File: config.mk
export PLATFORM = sky130hd
export DESIGN_NAME = cicms_filter
export DESIGN_NICKNAME = d
export VERILOG_FILES = /design/src/cicms_fifo.v /design/src/cicms_filter.v
export VERILOG_INCLUDE_DIRS = /design/src
export SDC_FILE = /design/constraint.sdc
export NUM_CORES = 1
export LEC_CHECK = 0
export BUFFER_PORTS_ARGS = -buffer_cell sky130_fd_sc_hd__buf_2
export CORE_MARGIN = 5
export CORE_UTILIZATION = 58
export CTS_BUF_LIST = sky130_fd_sc_hd__clkbuf_4
export DETAILED_ROUTE_END_ITERATION = 8
export PLACE_DENSITY_LB_ADDON = 0.2
export SETUP_SLACK_MARGIN = 0.5
export SYNTH_ARGS = -nofsm -noshare
export SYNTH_HDL_FRONTEND = slang
export SYNTH_SLANG_ARGS = --single-unit
File: constraint.sdc
create_clock -name clk_sys -period 4.9 [get_ports clk_sys]
set_input_delay 0 -clock clk_sys [delete_from_list [all_inputs] [get_ports clk_sys]]
set_output_delay 0 -clock clk_sys [all_outputs]
set_load 0.005 [all_outputs]
File: src/cicms_regs.vh
// Shared constants of the CIC multirate stream filter
`ifndef CICMS_REGS_VH
`define CICMS_REGS_VH

// ------------------------------------------------------------
// Filter type and multichannel timing mode
// ------------------------------------------------------------
`define CICMS_TYPE_DECIM 1'b0
`define CICMS_TYPE_INTERP 1'b1
`define CICMS_MODE_BLOCK 1'b0
`define CICMS_MODE_STREAM 1'b1

// ------------------------------------------------------------
// Default sizes, rates and timing counts
// ------------------------------------------------------------
`define CICMS_NUM_CH 1
`define CICMS_CH_W 1
`define CICMS_DATA_W 16
`define CICMS_RATE_W 14
`define CICMS_INIT_RATE 14'h0004
`define CICMS_IN_PERIOD 14'h0001
`define CICMS_BUF_DEPTH 16
`define CICMS_BUF_AW 4

`endif

File: src/cicms_fifo.v
// Output sample buffer with registered read port
`timescale 1ns/100ps
`default_nettype none

module cicms_fifo #(
  parameter W = 32,
  parameter DEPTH = 16,
  parameter AW = 4
) (
  // Clock, reset, enable
  input wire clk_sys,
  input wire srst,
  input wire ce,
  // Fill side
  input wire wr_valid,
  input wire [W-1:0] wr_data,
  output wire wr_ready,
  output wire [AW:0] level,
  // Drain side
  output wire rd_valid,
  output wire [W-1:0] rd_data,
  input wire rd_ready
);

  reg [W-1:0] mem [0:DEPTH-1];
  reg [AW-1:0] wptr_reg;
  reg [AW-1:0] rptr_reg;
  reg [AW:0] count_reg;
  reg rd_valid_reg;
  reg [W-1:0] rd_data_reg;

  wire do_wr = wr_valid && wr_ready;
  wire load = (count_reg != {(AW+1){1'b0}}) && (!rd_valid_reg || rd_ready);

  assign wr_ready = (count_reg < DEPTH[AW:0]);
  assign level = count_reg;
  assign rd_valid = rd_valid_reg;
  assign rd_data = rd_data_reg;

  // Storage carries no reset so it can map onto distributed RAM
  always @(posedge clk_sys) begin
    if (ce && do_wr) begin
      mem[wptr_reg] <= wr_data;
    end
  end

  always @(posedge clk_sys) begin
    if (srst) begin
      wptr_reg <= {AW{1'b0}};
      rptr_reg <= {AW{1'b0}};
      count_reg <= {(AW+1){1'b0}};
      rd_valid_reg <= 1'b0;
      rd_data_reg <= {W{1'b0}};
    end else if (ce) begin
      if (do_wr) begin
        wptr_reg <= wptr_reg + 1'b1;
      end
      if (load) begin
        rd_data_reg <= mem[rptr_reg];
        rptr_reg <= rptr_reg + 1'b1;
        rd_valid_reg <= 1'b1;
      end else if (rd_ready) begin
        rd_valid_reg <= 1'b0;
      end
      count_reg <= count_reg + {{AW{1'b0}}, do_wr} - {{AW{1'b0}}, load};
    end
  end

endmodule
`default_nettype wire

File: src/cicms_filter.v
// CIC multirate stream filter: rate, channel and handshake timing
`timescale 1ns/100ps
`default_nettype none
`include "cicms_regs.vh"
// ------------------------------------------------------------
// ------------------------------------------------------------

module cicms_filter #(
  parameter FILTER_TYPE = `CICMS_TYPE_DECIM,
  parameter TIMING_MODE = `CICMS_MODE_BLOCK,
  parameter HAS_DOUT_READY = 0,
  parameter NUM_CH = `CICMS_NUM_CH,
  parameter CH_W = `CICMS_CH_W,
  parameter DATA_W = `CICMS_DATA_W,
  parameter RATE_W = `CICMS_RATE_W,
  parameter [RATE_W-1:0] INIT_RATE = `CICMS_INIT_RATE,
  parameter [RATE_W-1:0] IN_PERIOD = `CICMS_IN_PERIOD,
  parameter BUF_DEPTH = `CICMS_BUF_DEPTH,
  parameter BUF_AW = `CICMS_BUF_AW
) (
  // Clock, reset, enable
  input wire clk_sys,
  input wire srst,
  input wire ce,
  // Sample input channel
  input wire din_valid,
  input wire [DATA_W-1:0] din_data,
  output wire din_ready,
  // Rate configuration channel
  input wire cfg_valid,
  input wire [RATE_W-1:0] cfg_rate,
  output wire cfg_ready,
  // Sample output channel
  output wire dout_valid,
  output wire [DATA_W+RATE_W-1:0] dout_data,
  output wire first_channel_marker,
  output wire [CH_W-1:0] output_channel_number,
  input wire dout_ready
);

  localparam ACC_W = DATA_W + RATE_W;
  localparam FW = ACC_W + 1 + CH_W;
  localparam [CH_W-1:0] LAST_CH = NUM_CH[CH_W-1:0] - 1'b1;
  localparam [CH_W:0] FULL_CNT = NUM_CH[CH_W:0];
  localparam [BUF_AW:0] ROOM = BUF_DEPTH[BUF_AW:0] - NUM_CH[BUF_AW:0] - 2'd2;
  localparam ST_IDLE = 1'b0;
  localparam ST_RUN = 1'b1;
  localparam IS_INT = (FILTER_TYPE == `CICMS_TYPE_INTERP);
  localparam IS_STR = (TIMING_MODE == `CICMS_MODE_STREAM);
  // ------------------------------------------------------------
  // State
  // ------------------------------------------------------------
  reg din_ready_reg;
  reg cfg_ready_reg;
  reg [CH_W-1:0] in_ch_reg;
  reg [RATE_W-1:0] phase_reg;
  reg [RATE_W-1:0] gap_reg;
  reg [RATE_W-1:0] rate_reg;
  reg [RATE_W-1:0] new_rate_reg;
  reg rate_pend_reg;
  reg run_reg;
  reg [CH_W-1:0] och_reg;
  reg [RATE_W-1:0] rep_reg;
  reg [RATE_W-1:0] frame_rate_reg;
  reg [CH_W:0] pend_cnt_reg;
  wire [NUM_CH*ACC_W-1:0] acc_flat;
  wire [NUM_CH*ACC_W-1:0] res_flat;
  wire [NUM_CH*DATA_W-1:0] held_flat;
  wire [BUF_AW:0] buf_level;
  wire buf_rd_valid;
  wire [FW-1:0] buf_rd_data;

  // ------------------------------------------------------------
  // Handshakes and frame bookkeeping
  // ------------------------------------------------------------
  wire accept = din_valid && din_ready_reg;
  wire cfg_take = cfg_valid && cfg_ready_reg;
  wire first_in = (in_ch_reg == {CH_W{1'b0}});
  wire last_in = (in_ch_reg == LAST_CH);
  wire [RATE_W-1:0] rate_use = (rate_pend_reg && first_in) ?
    new_rate_reg : rate_reg;
  // Channel frame ends on its R-th sample
  wire fend = (phase_reg >= rate_use - 1'b1);
  wire fifo_room = (buf_level < ROOM);
  wire [ACC_W-1:0] din_ext = {{RATE_W{din_data[DATA_W-1]}}, din_data};
  wire step = run_reg && fifo_room;
  wire run_end = step && (och_reg == LAST_CH) &&
    (!IS_INT || rep_reg >= frame_rate_reg - 1'b1);
  wire take = IS_INT && (!run_reg || run_end) &&
    (pend_cnt_reg == FULL_CNT);
  wire [ACC_W-1:0] acc_sel = acc_flat[in_ch_reg*ACC_W +: ACC_W];
  wire [ACC_W-1:0] res_sel = res_flat[och_reg*ACC_W +: ACC_W];
  wire [DATA_W-1:0] held_sel = held_flat[och_reg*DATA_W +: DATA_W];
  wire str_wr = !IS_INT && IS_STR && accept && fend;
  reg [RATE_W-1:0] gap_next;
  reg [CH_W:0] pend_cnt_next;
  reg rate_pend_next;
  reg din_ready_next;
  reg buf_wr_valid;
  reg [FW-1:0] buf_wr_data;

  always @* begin
    // Pacing: decimator by input period, streaming interpolator without dout_ready by R
    if (accept) begin
      if (!IS_INT) begin
        gap_next = IN_PERIOD - 1'b1;
      end else if (IS_STR && !HAS_DOUT_READY) begin
        gap_next = rate_reg - 1'b1;
      end else begin
        gap_next = {RATE_W{1'b0}};
      end
    end else begin
      gap_next = (gap_reg == {RATE_W{1'b0}}) ? gap_reg : gap_reg - 1'b1;
    end
    pend_cnt_next = take ? {(CH_W+1){1'b0}} :
      pend_cnt_reg + {{CH_W{1'b0}}, accept};
    rate_pend_next = cfg_take ||
      (rate_pend_reg && !(accept && first_in));
    if (IS_INT) begin
      // Ready holds while the pending frame has space and the pacing gap is zero
      din_ready_next = (gap_next == {RATE_W{1'b0}}) &&
        (pend_cnt_next < FULL_CNT);
    end else begin
      din_ready_next = (gap_next == {RATE_W{1'b0}}) && fifo_room;
    end
    buf_wr_valid = str_wr || step;
    if (str_wr) begin
      buf_wr_data = {first_in, in_ch_reg, acc_sel + din_ext};
    end else if (IS_INT) begin
      buf_wr_data = {och_reg == {CH_W{1'b0}}, och_reg,
        {{RATE_W{held_sel[DATA_W-1]}}, held_sel}};
    end else begin
      buf_wr_data = {och_reg == {CH_W{1'b0}}, och_reg, res_sel};
    end
  end

  // ------------------------------------------------------------
  // Per-channel storage
  // ------------------------------------------------------------
  genvar g;
  generate
    for (g = 0; g < NUM_CH; g = g + 1) begin : g_ch
      localparam [31:0] GI = g;
      localparam [CH_W-1:0] ME = GI[CH_W-1:0];
      reg [ACC_W-1:0] acc_reg;
      reg [ACC_W-1:0] res_reg;
      reg [DATA_W-1:0] pend_reg;
      reg [DATA_W-1:0] held_reg;
      assign res_flat[g*ACC_W +: ACC_W] = res_reg;
      assign held_flat[g*DATA_W +: DATA_W] = held_reg;
      assign acc_flat[g*ACC_W +: ACC_W] = acc_reg;
      always @(posedge clk_sys) begin
        if (srst) begin
          acc_reg <= {ACC_W{1'b0}};
          res_reg <= {ACC_W{1'b0}};
          pend_reg <= {DATA_W{1'b0}};
          held_reg <= {DATA_W{1'b0}};
        end else if (ce) begin
          if (accept && in_ch_reg == ME) begin
            // Order-one integrate and dump per channel
            acc_reg <= fend ? {ACC_W{1'b0}} : acc_reg + din_ext;
            if (fend) begin
              res_reg <= acc_reg + din_ext;
            end
            pend_reg <= din_data;
          end
          if (take) begin
            held_reg <= pend_reg;
          end
        end
      end
    end
  endgenerate

  // ------------------------------------------------------------
  // Control
  // ------------------------------------------------------------
  always @(posedge clk_sys) begin
    if (srst) begin
      din_ready_reg <= 1'b0;
      cfg_ready_reg <= 1'b0;
      in_ch_reg <= {CH_W{1'b0}};
      phase_reg <= {RATE_W{1'b0}};
      gap_reg <= {RATE_W{1'b0}};
      rate_reg <= INIT_RATE;
      new_rate_reg <= INIT_RATE;
      rate_pend_reg <= 1'b0;
      run_reg <= ST_IDLE;
      och_reg <= {CH_W{1'b0}};
      rep_reg <= {RATE_W{1'b0}};
      frame_rate_reg <= INIT_RATE;
      pend_cnt_reg <= {(CH_W+1){1'b0}};
    end else if (ce) begin
      din_ready_reg <= din_ready_next;
      gap_reg <= gap_next;
      pend_cnt_reg <= pend_cnt_next;
      rate_pend_reg <= rate_pend_next;
      cfg_ready_reg <= !rate_pend_next;
      if (cfg_take) begin
        new_rate_reg <= cfg_rate;
      end else if (rate_pend_reg && accept && first_in) begin
        rate_reg <= new_rate_reg;
      end
      if (accept) begin
        in_ch_reg <= last_in ? {CH_W{1'b0}} : in_ch_reg + 1'b1;
        if (last_in) begin
          phase_reg <= fend ? {RATE_W{1'b0}} : phase_reg + 1'b1;
        end
      end
      case (run_reg)
        ST_IDLE: begin
          if (take) begin
            run_reg <= ST_RUN;
            frame_rate_reg <= rate_reg;
          end else if (!IS_INT && !IS_STR && accept && last_in && fend) begin
            run_reg <= ST_RUN;
          end
        end
        ST_RUN: begin
          if (run_end) begin
            och_reg <= {CH_W{1'b0}};
            rep_reg <= {RATE_W{1'b0}};
            if (take) begin
              frame_rate_reg <= rate_reg;
            end else begin
              run_reg <= ST_IDLE;
            end
          end else if (step) begin
            if (och_reg == LAST_CH) begin
              och_reg <= {CH_W{1'b0}};
              rep_reg <= rep_reg + 1'b1;
            end else begin
              och_reg <= och_reg + 1'b1;
            end
          end
        end
        default: begin
          run_reg <= ST_IDLE;
        end
      endcase
    end
  end

  // ------------------------------------------------------------
  // Output buffer
  // ------------------------------------------------------------
  // Without downstream ready the drain never stalls, so the buffer
  // only adds fixed latency; a slow slave then loses samples.
  cicms_fifo #(
    .W(FW),
    .DEPTH(BUF_DEPTH),
    .AW(BUF_AW)
  ) u_buf (
    .clk_sys(clk_sys),
    .srst(srst),
    .ce(ce),
    .wr_valid(buf_wr_valid),
    .wr_data(buf_wr_data),
    .wr_ready(),
    .level(buf_level),
    .rd_valid(buf_rd_valid),
    .rd_data(buf_rd_data),
    .rd_ready(HAS_DOUT_READY ? dout_ready : 1'b1)
  );

  assign din_ready = din_ready_reg;
  assign cfg_ready = cfg_ready_reg;
  assign dout_valid = buf_rd_valid;
  assign dout_data = buf_rd_data[ACC_W-1:0];
  assign output_channel_number = buf_rd_data[ACC_W +: CH_W];
  assign first_channel_marker = buf_rd_data[FW-1];

endmodule
`default_nettype wire

==> metrics.txt, run 1 <==
final period utilization=0.834; post-route cell area=31300 um^2; Largest register FFs=480; Pins Over Slew Limit=0; detailed-routing iteration count for the pre-antenna-repair pass=5; I/O Pins=71; syn avg cell area=14.7 um^2; worst slew margin relative to its limit=0.355; clock period minus worst slack=4.09 ns; worst endpoint data arrival time=about 5.0 ns; FF+latch count, synth=645; post-synthesis instance area=27100 um^2; Clock transition at path regs=0.07 ns; DR vias=between 15000 and 20000; number of placement rows=79; synthesized netlist cell count=1850; top post-synthesis cells by area=edfxtp_1, mux4_2, dfxtp_1, nand2_1, a21oi_1; ANT nets after route=0; number of buffers and inverters on the critical path=0; clock root buffer master=clkbuf_4; number of input and output port buffers inserted=68; worst-path maximum fanout=13; cell at the slowest stage of the critical path=dfxtp_2; Cell Chain, Critical Path=mux2i_1 > ha_1 > o21ai_0 > or2_2 > nor3_1 > xor2_1 > ha_1 > a21o_1 > a21o_1 > a21oi_1 > o2bb2ai_1 > or2_2 > nand3_1 > a211o_1 > nand3_1; Die Span Y=~230 um; maximum clock frequency=0.245 GHz; library cell occupying the most area in the post-synthesis netlist=edfxtp_1; Yosys warnings=0; placed cell areas=about 28000 um^2; level count of the clock H-tree=4; setup repair after global routing missed its margin=false; data required time at the worst endpoint=between 5 and 6 ns; number of vias per cell after detailed routing=5.94; final-layout setup total negative slack=0 ns; stage delay of the slowest cell on the critical path=0.47 ns; core outline area=~46000 um^2; die width=226 um; share of layout cells above drive strength 1=0.246; largest net degree at the start of global routing=87; category of the worst setup path launch point=flop; fraction of post-synthesis cell area in the top cell type by area=0.532; final worst clock skew=0.0476 ns; total count of hold-check failures in the final report=0; area of the die=51200 um^2; GP Congestion=0.878; IR drop worst, VDD=0.404 mV; Initial Util=0.585; TritonCTS Buffers=161; Setup crit end kind=flop; DRT iter0 DRCs=1441; combined global-route utilization of all metal layers=0.250; routed length per instance=21.8 um; post-synthesis sequential area ratio=0.653; dominant delay contributor by cell family on the critical path=simple AND/OR/NAND/NOR gates; clock latency reported for the late side of the worst-skew pair=0.97 ns; area added between synthesis and finish=15.5%; Post-Place Worst Slack=0.499 ns; path type of the worst setup path=flop to flop; total routed wirelength=62100 um; number of nets at the end of the flow=2204; min-delay worst type=primary input to flop; Core Util, Final=0.676; number of global-route vias before repair=17400; top flip-flop cell by instance count after synthesis=edfxtp_1; CTS tree=done; leakage power=0.00945 uW; result of the run=completed; Final Worst Setup Slack=~0.81 ns; antenna violations before repair=2; half-perimeter wire length of the detailed placement result=34400 um; number of sinks handled by clock tree synthesis=645; Post-Synthesis Net Count=1948; DRC violation count after routing=0; wire length of the first global-routing pass=97300 um; count of flip-flops with a built-in enable after synthesis=480; Max-Cap Viols=0; Least-Margin Pin Slew=just under 1 ns; leftover overflow at the end of global routing=0; total power per unit cell area=399 nW/um^2; number of failing setup endpoints in the final timing report=0; number of distinct library cells after synthesis=66; Clock Path Buffers=3; proportion of synthesized flip-flops having asynchronous set or reset=0
[routing by layer]
metal	vias to the layer above	routed length, um	GRT usage
met5	-	0	0
met4	0	1350	0.0869
met3	112	4250	0.0588
met2	605	31800	0.419
met1	8428	24700	0.324
li1	7747	-	-
[path summary, 6_finish.rpt]
check	startpoint	cells past startpoint	slack (ns)	end
setup / recovery	rate_pend_reg	15	0.81	acc_flat[27]
setup reg to reg	rate_pend_reg	15	0.81	acc_flat[27]
hold reg to reg	u_buf.rd_data[27]	2	0.45	u_buf.rd_data[27]
hold / removal	srst	3	0.14	u_buf.level[4]
[where the power goes]
part	total (uW)	internal [uW]	leakage [uW]	switching [uW]
clock network	4600	2480	0.00126	2110
registers	6120	5900	0.00465	222
logic	1780	812	0.00354	971
[repair_timing]
action / 4_1_cts / 5_1_grt
pin swaps: 0 / 1
gates resized for setup: 1 / 3
setup endpoints to repair: 1 / 40
hold buffers: 90 / 0
hold endpoints to repair: 161 / 0
cloned: 0 / 0
buffers inserted: 0 / 3
[metrics by stage]
stage          hold WS, ns  cells  power, uW
2_1_floorplan        0.124   1850       7550
3_3_place_gp         0.217   2457       7940
3_5_place_dp         0.221   2457       7970
4_1_cts            0.00364   2839      12600
5_1_grt             0.0905   2845      13200
6_report             0.142   2846      12500
[area by class of cell]
type                       instances  area, um^2
multi-input combinational       1073        9020
clock buffer                     237        1780
clock inverter                    55         349
fill                            3200       15000
sequential                       645       17700
timing repair buffer             197        1580
antenna                            4        10.0
tap                              607         759
inverter                          28         105
[worst reg2reg max path: cells and delay by family (launching register included)]
family | cells | cell delay, ns
xor+xnor | 1 | 0.19
simple gates | 5 | 1.36
flops | 1 | 0.47
fa+ha+maj | 2 | 0.49
compound gates | 6 | 1.23
mux | 1 | 0.28
[cells in the final DEF (no fill, tap or decap), types with 6 or more instances in the layout]
master and count:
a211oi_1 10, a21o_1 18, a21oi_1 151, a22oi_1 10, a31oi_1 9, and2_1 9, and3_1 8, buf_2 67
buf_4 36, clkbuf_4 237, clkinv_1 39, clkinv_2 6, dfxtp_1 160, dlygate4sd3_1 90, edfxtp_1 480, ha_1 60
inv_1 28, mux2i_1 19, mux4_2 150, nand2_1 221, nand2b_1 8, nand3_1 39, nand4_1 11, nor2_1 90
nor2_4 12, nor3_1 40, o211ai_1 11, o21a_1 10, o21ai_0 31, or3_1 7, xnor2_1 32, xor2_1 26
[logic make-up (layout without fill, tap and decap cells)]
kind of cell,after synthesis,count (layout),share of synthesized area
DFF,645,645,0.653
muxes,172,172,0.133
xor gates and xnor gates,58,58,0.0187
and+or+nand+nor,493,493,0.0825
other,1,5,0.000138
AOI/OAI and AO/OA,287,287,0.0642
buffers and inverters,132,517,0.0191
adders and majority gates,62,62,0.0292
[Yosys cell counts (all sizes together), types with 31 or more instances]
cell type	number
dfxtp	165
ha	60
xnor2	32
clkbuf	77
nand3	39
edfxtp	480
mux4	150
o21ai	31
nand2	221
a21oi	151
nor3	46
nor2	103
(Power assumes the default switching activity.)
==> inputs of run 2 (changes only) <==
clock period = 3.45 ns   (was 4.9 ns; I/O delays follow)
==> metrics.txt, run 2 (same netlist as run 1, synthesis figures left out) <==
worst-path maximum fanout=7 (was 13); DR vias=17300 (was 16900); area taken by multi-input logic gates=9260 um^2 (was 9020 um^2); combined global-route utilization of all metal layers=0.254 (was 0.250); Clock transition at path regs=0.07 ns (about the same); total power per unit cell area=552 nW/um^2 (was 399 nW/um^2); number of nets at the end of the flow=2255 (was 2204); Die Span Y=226 um (unchanged); CTS tree=done (unchanged); Post-Place Worst Slack=-0.166 ns (was 0.499 ns); leakage power=0.00975 uW (was 0.00945 uW); I/O Pins=71 (unchanged); GP Congestion=0.883 (was 0.878); worst slew margin relative to its limit=0.391 (was 0.355); data required time at the worst endpoint=4.33 ns (was 5.79 ns); final worst clock skew=0.0484 ns (was 0.0476 ns); Initial Util=0.585 (unchanged); Setup crit end kind=flop (unchanged); core outline area=46400 um^2 (unchanged); Least-Margin Pin Slew=0.914 ns (was 0.964 ns); most frequent cells in the layout=edfxtp_1, clkbuf_4, nand2_1, dfxtp_1, mux4_2 (was edfxtp_1, clkbuf_4, nand2_1, dfxtp_1, a21oi_1); area added between synthesis and finish=18.3% (was 15.5%); Clock power frac=0.362 (was 0.368); Switching Fraction=0.266 (was 0.265); share of layout cells above drive strength 1=0.284 (was 0.246); Pins Over Slew Limit=0 (unchanged); min-delay worst type=primary input to flop (unchanged); wire length of the first global-routing pass=98000 um (was 97300 um); number of failing setup endpoints in the final timing report=0 (unchanged); Largest register FFs=480 (unchanged); DRT iter0 DRCs=1794 (was 1441); Layout fillers=3150 (was 3200); number of vias per cell after detailed routing=6.00 (was 5.94); Max-Cap Viols=0 (unchanged); number of placement rows=79 (unchanged); die width=226 um (unchanged); DRC violation count after routing=0 (unchanged); clock period minus worst slack=3.37 ns (was 4.09 ns); number of input and output port buffers inserted=68 (unchanged); IR drop worst, VDD=0.894 mV (was 0.404 mV); detailed-routing iteration count for the pre-antenna-repair pass=5 (unchanged); number of sinks handled by clock tree synthesis=645 (unchanged); final period utilization=0.976 (was 0.834); stage delay of the slowest cell on the critical path=0.40 ns (was 0.47 ns); number of buffers and inverters on the critical path=1 (was 0); maximum clock frequency=0.297 GHz (was 0.245 GHz); combinational power share=0.153 (was 0.143); result of the run=completed (unchanged); leftover overflow at the end of global routing=0 (unchanged); placed cell count=2489 (was 2457); total count of hold-check failures in the final report=0 (unchanged); flip-flop and latch area=17700 um^2 (about the same); cell at the slowest stage of the critical path=or3_4 (was dfxtp_2); most frequent standard cell in the layout excluding fill and tap cells=edfxtp_1 (unchanged); worst endpoint data arrival time=4.25 ns (was 4.98 ns); switching power total=4710 uW (was 3310 uW); clock root buffer master=clkbuf_4 (unchanged); antenna violations before repair=4 (was 2); total routed wirelength=64000 um (was 62100 um); level count of the clock H-tree=4 (unchanged); Clock Path Buffers=3 (unchanged); half-perimeter wire length of the detailed placement result=36500 um (was 34400 um); routed length per instance=22.1 um (was 21.8 um); sequential share of power=0.484 (was 0.490); setup repair after global routing missed its margin=true (was false); clock latency reported for the late side of the worst-skew pair=0.95 ns (was 0.97 ns); number of global-route vias before repair=17500 (was 17400); Final Worst Setup Slack=0.0832 ns (was 0.811 ns); dominant delay contributor by cell family on the critical path=simple AND/OR/NAND/NOR gates (unchanged); category of the worst setup path launch point=flop (unchanged); TritonCTS Buffers=161 (unchanged); largest net degree at the start of global routing=78 (was 87); area of the die=51200 um^2 (unchanged); path type of the worst setup path=flop to flop (unchanged); Cell Chain, Critical Path=buf_6 > mux2i_4 > ha_4 > o21ai_2 > or2_4 > nor3_4 > xor2_1 > ha_1 > a21o_1 > a21o_1 > a21oi_2 > o211a_1 > or3_4 > or3_1 > mux2_4 > a31oi_1 (was mux2i_1 > ha_1 > o21ai_0 > or2_2 > nor3_1 > xor2_1 > ha_1 > a21o_1 > a21o_1 > a21oi_1 > o2bb2ai_1 > or2_2 > nand3_1 > a211o_1 > nand3_1); ANT nets after route=0 (unchanged); Cell Int Power=13000 uW (was 9190 uW); number of standard cells in the final layout excluding fillers=2889 (was 2846); CP most frequent cell=a21o_1
[run 2: cell count changes in the layout (fill, tap and decap cells not counted), sizes merged]
cell / before / now
buf: 107 / 153
bufinv: 5 / 1
clkbuf: 237 / 252
clkinv: 45 / 23
clkinvlp: 1 / 4
diode: 4 / 1
dlygate4sd3: 90 / 94
inv: 32 / 35
nor2: 103 / 104
[run 2: power by group through the flow]
stage          Clock [uW]  Combinational (uW)  Sequential (uW)
2_1_floorplan           0                2100             8640
3_3_place_gp            0                2600             8730
3_5_place_dp            0                2630             8730
4_1_cts              6550                2710             8570
5_1_grt              7010                3020             8590
6_report             6410                2710             8570
[run 2: final cells by class]
type,instances,share of cell area
Tap cell,607,0.0237
Timing Repair Buffer,247,0.0668
Inverter,28,0.00328
Antenna cell,1,0.0000780
Sequential cell,645,0.553
Multi-Input combinational cell,1074,0.289
Clock buffer,252,0.0590
Clock inverter,35,0.00593
[run 2: path summary, 6_finish.rpt]
path                     startpoint                  end  slack [ns]  cells after the start
setup / recovery      rate_pend_reg  g_ch[0].res_reg[23]        0.08                     16
hold / removal                 srst         acc_flat[19]        0.20                      4
setup reg to reg      rate_pend_reg  g_ch[0].res_reg[23]        0.08                     16
hold reg to reg   u_buf.rd_data[27]    u_buf.rd_data[27]        0.45                      2
[run 2: routing by layer]
metal	wire, um	part of all wire	vias to the layer above	track usage
met2	32200	0.50	708	0.421
met3	4740	0.074	114	0.0620
met4	1560	0.024	0	0.0848
li1	-	-	7836	-
met5	0	0	-	0
met1	25500	0.40	8674	0.336
[run 2: tightest hold or removal path, cell delays in order]
cell           delay [ns]
dlygate4sd3_1        0.57
buf_6                0.17
buf_16               0.23
nor2_1               0.13
[run 2: through the flow]
stage / power (uW) / utilization / instance area, um^2 / hold WS, ns / TNS (ns)
final: 17700 / 0.692 / 32100 / 0.197 / 0
after global routing: 18600 / 0.692 / 32100 / 0.126 / -0.578
after CTS: 17800 / 0.688 / 31900 / 0.0346 / 0
after detailed placement: 11400 / 0.618 / 28700 / 0.225 / -1.60
after global placement: 11300 / 0.618 / 28700 / 0.227 / -0.0159
after floorplan: 10700 / - / 27300 / 0.124 / -6.66
[run 2: repair_timing]
| item | 4_1_cts | 5_1_grt |
|---|---|---|
| resized for setup | 29 | 33 |
| buffers inserted | 12 | 4 |
| gates cloned | 1 | 0 |
| hold endpoints to repair | 156 | 0 |
| pin swaps | 13 | 15 |
| hold buffers | 95 | 0 |
| setup endpoints to repair | 110 | 330 |
